$ cat src/core/sbx_consts.vh
`ifndef SBX_CONSTS_VH
`define SBX_CONSTS_VH

// Shortest master half period in clock cycles: one bit takes two halves,
// so four cycles per half keeps the bit rate at one eighth of the clock.
`define SBX_MIN_HALF   8'h04
// Bits per transfer and clock edges per transfer.
`define SBX_BITS       4'h8
`define SBX_EDGES      5'h10
// Master engine states.
`define SBX_ST_IDLE    2'h0
`define SBX_ST_RUN     2'h1
// Reset values.
`define SBX_RST_BYTE   8'h00
`define SBX_RST_HALF   8'h00
// Receive buffer depth.
`define SBX_BUF_DEPTH  32'h2

`endif

$ cat src/core/sbx_port.v
// Function
// - Two independent ports, one instance each.
// - Role chosen by configuration, master or slave.
// - Bit rate at most one eighth clock.
// - Full duplex: one byte each way.
// - Mode 0,0: drive falling, sample rising.
// - Mode 1,0: drive rising, sample falling.
// - Phase 1: drive leading edge, sample trailing.
// - Phase 0 select drops between bytes.
// - Slave framing by select or clock edges.
// - Master write starts transfer and clock.
// - Done flag set at end, cleared by access.
`include "sbx_consts.vh"

module sbx_port #(
  parameter DATA_W = 8
) (
  // Clock and reset.
  input  wire              i_clk,
  input  wire              i_rst_b,
  // Configuration.
  input  wire              i_master,
  input  wire              i_clock_polarity,
  input  wire              i_clock_phase,
  input  wire [7:0]        i_half_period,
  // Transmit write and receive read.
  input  wire              i_tx_valid,
  input  wire [DATA_W-1:0] i_tx_data,
  output wire              o_rx_valid,
  output wire [DATA_W-1:0] o_rx_data,
  input  wire              i_rx_ready,
  // Status.
  input  wire              i_flags_clear,
  output wire              o_transfer_done_flag,
  output wire              o_write_collision,
  output wire              o_read_overrun,
  output wire              o_mode_fault,
  output wire              o_slave_abort,
  output wire              o_busy,
  output wire              o_master_active,
  // Serial pins.
  input  wire              i_sck,
  output wire              o_sck,
  output wire              o_sck_oe,
  input  wire              i_mosi,
  output wire              o_mosi,
  output wire              o_mosi_oe,
  input  wire              i_miso,
  output wire              o_miso,
  output wire              o_miso_oe,
  input  wire              i_ssel_b
);

  // Pin synchronisers; only the second and third stages feed logic.
  reg sck_s1_r;
  reg sck_s2_r;
  reg sck_s3_r;
  reg mosi_s1_r;
  reg mosi_s2_r;
  reg miso_s1_r;
  reg miso_s2_r;
  reg ssel_s1_r;
  reg ssel_s2_r;

  // Engine state.
  reg [1:0]        state_r;
  reg [7:0]        divc_r;
  reg [4:0]        ecnt_r;
  reg [3:0]        bcnt_r;
  reg              mid_r;
  reg [DATA_W-1:0] tx_sh_r;
  reg [DATA_W-1:0] rx_sh_r;
  reg [DATA_W-1:0] txd_r;
  reg              out_r;
  reg              sck_r;
  reg              master_r;
  reg              fault_hold_r;
  reg              sck_oe_r;
  reg              mosi_oe_r;
  reg              miso_oe_r;

  // Status flags.
  reg done_r;
  reg wcol_r;
  reg rovr_r;
  reg modf_r;
  reg abrt_r;
  reg busy_r;

  // Two stages on every pin input, three on the link clock, since they come from another party.
  always @(posedge i_clk) begin
    if (!i_rst_b) begin
      sck_s1_r  <= 1'b0;
      sck_s2_r  <= 1'b0;
      sck_s3_r  <= 1'b0;
      mosi_s1_r <= 1'b0;
      mosi_s2_r <= 1'b0;
      miso_s1_r <= 1'b0;
      miso_s2_r <= 1'b0;
      ssel_s1_r <= 1'b1;
      ssel_s2_r <= 1'b1;
    end else begin
      sck_s1_r  <= i_sck;
      sck_s2_r  <= sck_s1_r;
      sck_s3_r  <= sck_s2_r;
      mosi_s1_r <= i_mosi;
      mosi_s2_r <= mosi_s1_r;
      miso_s1_r <= i_miso;
      miso_s2_r <= miso_s1_r;
      ssel_s1_r <= i_ssel_b;
      ssel_s2_r <= ssel_s1_r;
    end
  end

  // The half period is clamped so the link never runs faster than allowed.
  wire [7:0] half = (i_half_period < `SBX_MIN_HALF) ? `SBX_MIN_HALF
                                                     : i_half_period;

  // Master edge ticks; even edge counts are leading edges.
  wire run    = (state_r == `SBX_ST_RUN);
  wire m_tick = run && (divc_r == 8'h00) && (ecnt_r != `SBX_EDGES);
  wire m_lead = m_tick && !ecnt_r[0];
  wire m_trl  = m_tick && ecnt_r[0];
  wire m_end  = run && (divc_r == 8'h00) && (ecnt_r == `SBX_EDGES);

  // Slave edges come from the synchronised link clock.
  wire sel    = !ssel_s2_r;
  wire s_act  = !master_r && sel;
  wire s_edge = s_act && (sck_s2_r != sck_s3_r);
  wire s_lead = s_edge && (sck_s2_r != i_clock_polarity);
  wire s_trl  = s_edge && (sck_s2_r == i_clock_polarity);

  // Phase picks which edge drives and which samples.
  wire lead      = m_lead | s_lead;
  wire trl       = m_trl | s_trl;
  wire sample_ev = i_clock_phase ? trl : lead;
  wire drive_ev  = i_clock_phase ? lead
                                 : (trl && mid_r && bcnt_r != `SBX_BITS);
  wire in_bit    = master_r ? miso_s2_r : mosi_s2_r;

  // Slave completes on its eighth sample; the master one half after its last edge.
  wire s_done  = s_act && sample_ev && (bcnt_r == `SBX_BITS - 4'h1);
  wire done_ev = m_end | s_done;
  wire [DATA_W-1:0] done_byte = s_done ? {rx_sh_r[DATA_W-2:0], in_bit}
                                       : rx_sh_r;

  // Slave select leaving mid-byte loses the byte.
  wire s_abort = !master_r && !sel && mid_r;

  // Another master selecting us while we are master is a mode fault.
  wire fault = master_r && sel;

  // Register accesses from the local side.
  wire busy    = run | mid_r;
  wire wr      = i_tx_valid;
  wire rd      = o_rx_valid & i_rx_ready;
  wire buf_rdy;

  // Receive buffer: a stalled reader can hold two words before overrun.
  sbx_buf #(
    .WIDTH (DATA_W),
    .DEPTH (`SBX_BUF_DEPTH)
  ) u_rx_buf (
    .i_clk       (i_clk),
    .i_rst_b     (i_rst_b),
    .i_in_valid  (done_ev),
    .i_in_data   (done_byte),
    .o_in_ready  (buf_rdy),
    .o_out_valid (o_rx_valid),
    .o_out_data  (o_rx_data),
    .i_out_ready (i_rx_ready)
  );

  // Role register; a fault holds the port as slave until the role drops.
  always @(posedge i_clk) begin
    if (!i_rst_b) begin
      master_r     <= 1'b0;
      fault_hold_r <= 1'b0;
    end else begin
      master_r     <= i_master && !fault_hold_r && !fault;
      fault_hold_r <= (fault_hold_r && i_master) || fault;
    end
  end

  // Shift engine shared by both roles, so a role change needs no copy.
  always @(posedge i_clk) begin
    if (!i_rst_b) begin
      state_r <= `SBX_ST_IDLE;
      divc_r  <= `SBX_RST_HALF;
      ecnt_r  <= 5'h00;
      bcnt_r  <= 4'h0;
      mid_r   <= 1'b0;
      tx_sh_r <= `SBX_RST_BYTE;
      rx_sh_r <= `SBX_RST_BYTE;
      txd_r   <= `SBX_RST_BYTE;
      out_r   <= 1'b0;
      sck_r   <= 1'b0;
    end else begin
      if (wr && !busy) begin
        txd_r <= i_tx_data;
      end
      case (state_r)
        `SBX_ST_IDLE: begin
          sck_r <= i_clock_polarity;
          if (wr && !busy && master_r) begin
            state_r <= `SBX_ST_RUN;
            divc_r  <= half - 8'h01;
            ecnt_r  <= 5'h00;
            bcnt_r  <= 4'h0;
            mid_r   <= 1'b1;
            out_r   <= i_tx_data[DATA_W-1];
            tx_sh_r <= i_clock_phase ? i_tx_data
                                     : {i_tx_data[DATA_W-2:0], 1'b0};
          end else if (!master_r && !mid_r) begin
            // Idle slave keeps the next byte staged for its first edge.
            bcnt_r  <= 4'h0;
            out_r   <= txd_r[DATA_W-1];
            tx_sh_r <= i_clock_phase ? txd_r
                                     : {txd_r[DATA_W-2:0], 1'b0};
          end
        end
        `SBX_ST_RUN: begin
          if (fault) begin
            state_r <= `SBX_ST_IDLE;
            mid_r   <= 1'b0;
          end else if (divc_r != 8'h00) begin
            divc_r <= divc_r - 8'h01;
          end else if (m_end) begin
            state_r <= `SBX_ST_IDLE;
            mid_r   <= 1'b0;
          end else begin
            divc_r <= half - 8'h01;
            sck_r  <= ~sck_r;
            ecnt_r <= ecnt_r + 5'h01;
          end
        end
        default: begin
          state_r <= `SBX_ST_IDLE;
        end
      endcase
      if (drive_ev) begin
        out_r   <= tx_sh_r[DATA_W-1];
        tx_sh_r <= {tx_sh_r[DATA_W-2:0], 1'b0};
        mid_r   <= 1'b1;
      end
      if (sample_ev) begin
        rx_sh_r <= {rx_sh_r[DATA_W-2:0], in_bit};
        bcnt_r  <= bcnt_r + 4'h1;
        mid_r   <= 1'b1;
      end
      if (s_done) begin
        bcnt_r <= 4'h0;
        mid_r  <= 1'b0;
      end
      if (s_abort) begin
        bcnt_r <= 4'h0;
        mid_r  <= 1'b0;
      end
    end
  end

  // Drivers: a slave only drives its output while selected.
  always @(posedge i_clk) begin
    if (!i_rst_b) begin
      sck_oe_r  <= 1'b0;
      mosi_oe_r <= 1'b0;
      miso_oe_r <= 1'b0;
      busy_r    <= 1'b0;
    end else begin
      sck_oe_r  <= master_r && !fault;
      mosi_oe_r <= master_r && !fault;
      miso_oe_r <= !master_r && sel;
      busy_r    <= busy;
    end
  end

  // Sticky flags; a set in the same cycle as a clear wins.
  always @(posedge i_clk) begin
    if (!i_rst_b) begin
      done_r <= 1'b0;
      wcol_r <= 1'b0;
      rovr_r <= 1'b0;
      modf_r <= 1'b0;
      abrt_r <= 1'b0;
    end else begin
      done_r <= done_ev || (done_r && !(wr || rd));
      wcol_r <= (wr && busy) || (wcol_r && !i_flags_clear);
      rovr_r <= (done_ev && !buf_rdy) || (rovr_r && !i_flags_clear);
      modf_r <= fault || (modf_r && !i_flags_clear);
      abrt_r <= s_abort || (abrt_r && !i_flags_clear);
    end
  end

  // Each instance keeps all its state locally, so two copies never interact.
  assign o_sck                = sck_r;
  assign o_sck_oe             = sck_oe_r;
  assign o_mosi               = out_r;
  assign o_mosi_oe            = mosi_oe_r;
  assign o_miso               = out_r;
  assign o_miso_oe            = miso_oe_r;
  assign o_transfer_done_flag = done_r;
  assign o_write_collision    = wcol_r;
  assign o_read_overrun       = rovr_r;
  assign o_mode_fault         = modf_r;
  assign o_slave_abort        = abrt_r;
  assign o_busy               = busy_r;
  assign o_master_active      = master_r;

endmodule

$ cat src/core/sbx_buf.v
// Small shift buffer: entry 0 is the head, so the outputs come from flops.
module sbx_buf #(
  parameter WIDTH = 8,
  parameter DEPTH = 2
) (
  // Clock and reset.
  input  wire             i_clk,
  input  wire             i_rst_b,
  // Filling side.
  input  wire             i_in_valid,
  input  wire [WIDTH-1:0] i_in_data,
  output wire             o_in_ready,
  // Draining side.
  output wire             o_out_valid,
  output wire [WIDTH-1:0] o_out_data,
  input  wire             i_out_ready
);

  reg [DEPTH-1:0]       vld_r;
  reg [DEPTH*WIDTH-1:0] mem_r;
  reg [DEPTH-1:0]       vld_nxt;
  reg [DEPTH*WIDTH-1:0] mem_nxt;
  reg                   placed;
  integer               i;

  wire pop  = vld_r[0] & i_out_ready;
  wire push = i_in_valid & ~vld_r[DEPTH-1];

  // Pop shifts every entry toward the head, then a push fills the first gap.
  always @* begin
    placed  = 1'b0;
    vld_nxt = vld_r;
    mem_nxt = mem_r;
    if (pop) begin
      vld_nxt = {1'b0, vld_r[DEPTH-1:1]};
      mem_nxt = {{WIDTH{1'b0}}, mem_r[DEPTH*WIDTH-1:WIDTH]};
    end
    for (i = 0; i < DEPTH; i = i + 1) begin
      if (push && !placed && !vld_nxt[i]) begin
        vld_nxt[i]                 = 1'b1;
        mem_nxt[i*WIDTH +: WIDTH]  = i_in_data;
        placed                     = 1'b1;
      end
    end
  end

  // Storage flops; the data is cleared too, though the valid bits alone guard it.
  always @(posedge i_clk) begin
    if (!i_rst_b) begin
      vld_r <= {DEPTH{1'b0}};
      mem_r <= {(DEPTH*WIDTH){1'b0}};
    end else begin
      vld_r <= vld_nxt;
      mem_r <= mem_nxt;
    end
  end

  // Full is honest: the last slot taken means no room for another word.
  assign o_in_ready  = ~vld_r[DEPTH-1];
  assign o_out_valid = vld_r[0];
  assign o_out_data  = mem_r[WIDTH-1:0];

endmodule

$ cat config.mk
export PLATFORM = sky130hd
export DESIGN_NAME = sbx_port
export DESIGN_NICKNAME = d
export VERILOG_FILES = /design/src/core/sbx_port.v /design/src/core/sbx_buf.v
export VERILOG_INCLUDE_DIRS = /design/src /design/src/core
export SDC_FILE = /design/constraint.sdc
export NUM_CORES = 1
export LEC_CHECK = 0
export BUFFER_PORTS_ARGS = -buffer_cell sky130_fd_sc_hd__buf_4
export CORE_MARGIN = 5
export CORE_UTILIZATION = 50
export DETAILED_ROUTE_END_ITERATION = 10
export HOLD_SLACK_MARGIN = 0.12
export PLACE_DENSITY = 0.73
export SYNTH_ARGS = -nofsm -noshare
export SYNTH_HDL_FRONTEND = slang
export SYNTH_SLANG_ARGS = --single-unit
$ cat constraint.sdc
create_clock -name i_clk -period 4.1 [get_ports i_clk]
set_input_delay 0.41 -clock i_clk [delete_from_list [all_inputs] [get_ports i_clk]]
set_output_delay 0.41 -clock i_clk [all_outputs]
set_load 0.01 [all_outputs]
**After elaboration in Yosys (flattened, before gate mapping)**

Cells that the tools add are included.

- Muxes and demuxes: 52
- Magnitude comparators: 1
- Add/subtract/negate cells: 4
- Reduce and logical (&&, ||, !) cells: 74
- Bitwise operators: 9
- Equal/unequal tests: 18

Operators by type and width:

| cell | number |
|---|---|
| two-way mux 8 bit | 14 |
| logical AND 1 bit | 33 |
| two-way mux 5 bit | 4 |
| two-way mux 1 bit | 19 |
| two-way mux 16 bit | 1 |
| two-way mux 4 bit | 4 |
| case mux 8 bit (2 select lines) | 1 |
| subtractor 8 x 1 -> 8 bit (second input constant) | 2 |
| logical NOT 1 bit | 12 |
| AND reduction 4 bit | 3 |
| nonzero test 2 bit | 6 |
| two-way mux 2 bit | 5 |
| inequality test 5 bit (second input constant) | 2 |
| case mux 5 bit (2 select lines) | 1 |
| logical NOT 8 bit | 1 |
| < comparator 8 x 3 -> 1 bit (second input constant) | 1 |
| inequality test 2 bit (second input constant) | 4 |
| inequality test 4 bit (second input constant) | 2 |
| nonzero test 8 bit | 1 |
| logical OR 1 bit | 7 |
| AND reduction 2 bit | 3 |
| nonzero test 3 bit | 2 |
| adder 5 x 1 -> 5 bit (second input constant) | 1 |
| equality test 5 bit (second input constant) | 1 |
| other kinds (20) | 28 |

- Register bits after elaboration: 83

**Depth between registers and ports, before layout**

- Depth after elaboration: 16
- Mapped depth: 10

**Hierarchy**

A second synthesis with hierarchy kept.

- Cells, all modules: 478
- Area total of the unflattened synthesis: 4256.6 µm²

By module, submodules not included:

| module | area an instance (µm²) | sequential area each (µm²) | cells each | instances |
|---|---|---|---|---|
| sbx_port | 3344.5 | 1281.2 | 375 | 1 |
| sbx_buf | 912.1 | 360.3 | 103 | 1 |

**Worst setup path after synthesis**

OpenSTA, ideal clock, no wires.

- Path type: register to register
- From: register ecnt_r[0]
- To: register u_rx_buf.mem_r[0]
- Arrival: 1.968 ns
- Setup time: 0.119 ns
- Cell stages (with the launch flop): 10
- Clock period less this slack: 2.087 ns
- Data required time: 3.981 ns
- Slack: 2.013 ns
- Cell sequence: dfxtp_1 -> inv_1 -> ha_1 -> nor4bb_1 -> nand3_2 -> or2_0 -> buf_2 -> or2_1 -> buf_6 -> o221a_1

- Longest elaborated chain between the ends: 11

Ends and longest elaborated chain:

| item | RTL line | text |
|---|---|---|
| start, declared | sbx_port.v:68 | `reg [4:0] ecnt_r;` |
| start signal, assigned | sbx_port.v:234 | `ecnt_r <= ecnt_r + 5'h01;` |
| inequality test 5 bit (no source line) | - |  |
| logical AND 1 bit | sbx_port.v:121 | `` wire m_tick = run && (divc_r == 8'h00) && (ecnt_r != `SBX_EDGES); `` |
| logical AND 1 bit (on tied branches) | sbx_port.v:122, sbx_port.v:123 |  |
| OR 1 bit (on tied branches) | sbx_port.v:134, sbx_port.v:135 |  |
| two-way mux 1 bit | sbx_port.v:136 | `wire sample_ev = i_clock_phase ? trl : lead;` |
| logical AND 1 bit (2 in series) | sbx_port.v:142 | `` wire s_done = s_act && sample_ev && (bcnt_r == `SBX_BITS - 4'h1); `` |
| OR 1 bit | sbx_port.v:143 | `wire done_ev = m_end \| s_done;` |
| bitwise AND 1 bit | sbx_buf.v:27 | `wire push = i_in_valid & ~vld_r[DEPTH-1];` |
| logical AND 1 bit | sbx_buf.v:39 | `if (push && !placed && !vld_nxt[i]) begin` |
| two-way mux 8 bit / nonzero test 2 bit (equally long branches) | - |  |
| end signal, assigned | sbx_buf.v:51 | `mem_r <= {(DEPTH*WIDTH){1'b0}};` |
| end signal, assigned | sbx_buf.v:54 | `mem_r <= mem_nxt;` |
| end, declared | sbx_buf.v:20 | `reg [DEPTH*WIDTH-1:0] mem_r;` |

Parallel ways exist; a longest one is shown, timed or not.
A chain may end at the register's enable or synchronous reset.

**Final worst setup path**

- From: register state_r[0]
- To: register u_rx_buf.mem_r[14]

- Longest elaborated chain between the ends: 16

Ends and longest elaborated chain:

| item | RTL line | text |
|---|---|---|
| start, declared | sbx_port.v:66 | `reg [1:0] state_r;` |
| start signal, assigned | sbx_port.v:188 | `` state_r <= `SBX_ST_IDLE; `` |
| start signal, assigned | sbx_port.v:206 | `` state_r <= `SBX_ST_RUN; `` |
| start signal, assigned | sbx_port.v:224 | `` state_r <= `SBX_ST_IDLE; `` |
| equality test 2 x 1 -> 1 bit (*) | - |  |
| logical AND 1 bit (*) | sbx_port.v:121, sbx_port.v:124 |  |
| logical AND 1 bit | sbx_port.v:121 |  |
| logical AND 1 bit (on tied branches) | sbx_port.v:122, sbx_port.v:123 |  |
| OR 1 bit (on tied branches) | sbx_port.v:134, sbx_port.v:135 |  |
| two-way mux 1 bit | sbx_port.v:136 |  |
| logical AND 1 bit (2 in series) | sbx_port.v:142 |  |
| OR 1 bit | sbx_port.v:143 |  |
| bitwise AND 1 bit | sbx_buf.v:27 |  |
| logical AND 1 bit | sbx_buf.v:39 |  |
| two-way mux 1 bit | sbx_buf.v:39 |  |
| logical NOT 1 bit | sbx_buf.v:39 |  |
| logical AND 1 bit (2 in series) | sbx_buf.v:39 |  |
| two-way mux 8 bit / nonzero test 2 bit (equally long branches) | - |  |

Every way passes the cells marked *; elsewhere a longest branch is shown, timed or not.

==> impl_metrics.csv <==
group,metric,value,unit
outcome,status,"completed",
sta,fmax,372,MHz
global_route,antenna_found_initial,0,
clock_tree,clk_pin_slew_worst_paths,0.08,ns
sta,final.min_clock_period,2.69,ns
global_route,grt_pass1_vias,3508,
floorplanning,core_area,8590,um^2
sta,min_period_over_period,65.5,%
clock_tree,postCtsSetupRepairBufs,0,
placed_design,io_buffer_count,49,
placed_design,dp_hpwl,7.23,mm
setup_path,crit_required,4.30,ns
yosys,yosys_warnings,0,
sta,timing.final.ws_setup,1.41,ns
yosys,syn_area,4360,um^2
drt,ant_nets,0,
clock_tree,clockRootBuffer,"clkbuf_8",
final_layout,n_fill_cell,794,
clock_tree,hold_buffers,0,
setup_path,crit_type,"register to register",
clock_tree,tritoncts,"done",
sta,hold_viol_final,0,
floorplanning,boundaryPins,50,
yosys,async_flop_share,0,%
clock_tree,clock_path_buffers,2,
floorplanning,dieArea,10700,um^2
job,max-cap-violations,0,
clock_tree,clk_latency,0.35,ns
global_route,track_usage,19.7,%
placed_design,placed_area,4660,um^2
drt,vias_per_cell,5.83,
power,vdd_ir_drop_max,0.224,mV
clock_tree,cts_inserted_buffers,9,
placed_design,pre_cts_slack,1.45,ns
final_layout,seqCellArea,1640,um^2
yosys,synth.net_count,540,
drt,vias,3726,
global_route,grt_pass1_wl,16.7,mm
clock_tree,ctsResizeCount,0,
power,power.leakage,1.85,nW
yosys,avgSynthCellArea,8.64,um^2
final_layout,multi_input_area,2430,um^2
drt,drc,0,
final_layout,final_area,4880,um^2
placed_design,dp_cells,624,
final_layout,areaGrowthSynthToFinish,11.8,%
yosys,synthCells,505,
global_route,grt_max_degree,77,
final_layout,drive_gt1_share,15.6,%
sta,rsz0062_at_grt,"false",
yosys,seq_area_frac_synth,37.6,%
drt,drt_iter0_markers,172,
power,pwr_density_cell,360,nW/um^2
yosys,synth_edf_count,0,
drt,route.final.wire_length,10.1,mm
final_layout,layout.nets,562,
final_layout,fin_cells,639,
sta,setup_viol_count_final,0,
floorplanning,core.rowCount,34,
sta,worstMarginPinSlew,1.08,ns
floorplanning,initial_core_util,50.8,%
drt,first_pass_iters,5,
final_layout,layout_common_cells,"82 x dfxtp_1, 69 x nand2_1, 49 x buf_4",
sta,slew_viol_final,0,
min_path,min_path_type,"primary input to register",
clock_tree,clock-sinks,82,
floorplanning,die_width,103,um
clock_tree,htree_levels,3,
yosys,ys_types,63,
drt,wl_per_cell,15.8,um
setup_path,arrival,2.89,ns
setup_path,crit_path_max_fanout,20,
final_layout,final_common_cell,"dfxtp_1",
sta,relSlewSlack,26.9,%
setup_path,end_kind,"register",
sta,clock_skew,0.00756,ns
sta,tns,0,ns
setup_path,worstSetupStartpointType,"register",
yosys,synth-main-ff-cell,"dfxtp_1",
floorplanning,die_h,103,um
final_layout,antenna_cells,0,
global_route,gr-total-overflow,0,
placed_design,routabilityCongestion,0.896,
yosys,ys_seq_elements,82,
-- critical path: stages, from the launching register on --
cell and delay [ns]:
dfxtp_1 0.70, and4bb_2 0.37, nand4_1 0.15, nand3_1 0.16, and3b_1 0.60, a2bb2oi_2 0.39, o221ai_1 0.17
-- state kept, by name, indices dropped and copies added (netlist names), 2 cells and up --
register	count
tx_sh_r	8
u_rx_buf.vld_r	2
bcnt_r	4
ecnt_r	5
txd_r	8
divc_r	8
rx_sh_r	8
u_rx_buf.mem_r	16
-- layout make-up --
cell class                 count  share of cell area, %
timing repair buffer          49                   7.54
clock buffer                   9                   2.54
tap                          108                   2.77
clock inverter                 6                   1.85
inverter                      23                   1.77
sequential                    82                   33.7
multi-input combinational    362                   49.9
-- routing by layer --
metal  track usage, %  wire length, um
met3             4.09              495
met2             31.6             4720
met5                0                0
met4             7.97              201
met1             26.0             4650
-- metrics by stage --
stage | power (W) | hold slack [ns] | utilization [%]
after floorplan | 0.00105 | 0.386 | -
after global placement | 0.00112 | 0.413 | 54.3
after detailed placement | 0.00113 | 0.409 | 54.3
after CTS | 0.00177 | 0.240 | 56.7
after global routing | 0.00184 | 0.238 | 56.7
final | 0.00176 | 0.250 | 56.7
-- worst paths after layout --
| path | start | to | slack [ns] | cells past startpoint |
|---|---|---|---|---|
| max | state_r[0] | u_rx_buf.mem_r[14] | 1.41 | 6 |
| min | i_ssel_b | ssel_s1_r | 0.25 | 2 |
| max reg2reg | state_r[0] | u_rx_buf.mem_r[14] | 1.41 | 6 |
| min reg2reg | fault_hold_r | o_master_active | 0.42 | 1 |
-- Yosys cell counts, types with 3 or more instances --
master,count,area share [%]
nor3_1,13,1.5
inv_1,23,2.0
dfxtp_1,82,38
clkbuf_1,12,1.0
o211ai_1,16,2.8
a21boi_0,14,2.4
nand2_1,69,5.9
nand3_1,25,2.9
nor2_1,22,1.9
o22ai_1,3,0.43
o221a_1,8,2.1
ha_1,7,2.0
buf_2,12,1.4
mux2i_1,19,4.4
o2111ai_1,3,0.60
or3_1,3,0.43
a32o_1,3,0.69
mux2_2,7,1.8
a31oi_1,6,0.86
and2_1,9,1.3
a21oi_1,15,1.7
nor3b_1,6,1.0
and3b_1,4,0.80
buf_1,3,0.26
xnor2_1,3,0.60
nor2b_1,14,2.0
nand2b_1,6,0.86
nand3b_1,6,1.0
nor3_2,4,0.92
o211a_1,5,1.1
o21ai_0,18,2.1
and3_1,5,0.72
buf_4,10,1.7
o41a_1,9,2.3
o221ai_1,8,1.6
-- power breakdown --
| group | leakage, nW | internal [W] | switching, W |
|---|---|---|---|
| Clock | 0.106 | 0.000343 | 0.000301 |
| Combinational | 1.08 | 0.000109 | 0.000140 |
| Sequential | 0.667 | 0.000830 | 0.0000320 |
| Total | 1.85 | 0.00128 | 0.000473 |
-- logic make-up after synthesis --
logic type / synth area share, %
multiplexers: 6.17
adder cells (fa/ha/maj): 2.01
buffers and inverters: 6.63
AO/OA/AOI/OAI: 22.6
AND/OR/NAND/NOR: 24.1
XOR/XNOR: 0.803
flip-flops: 37.6
No activity file was read; power rests on OpenSTA's default activity.
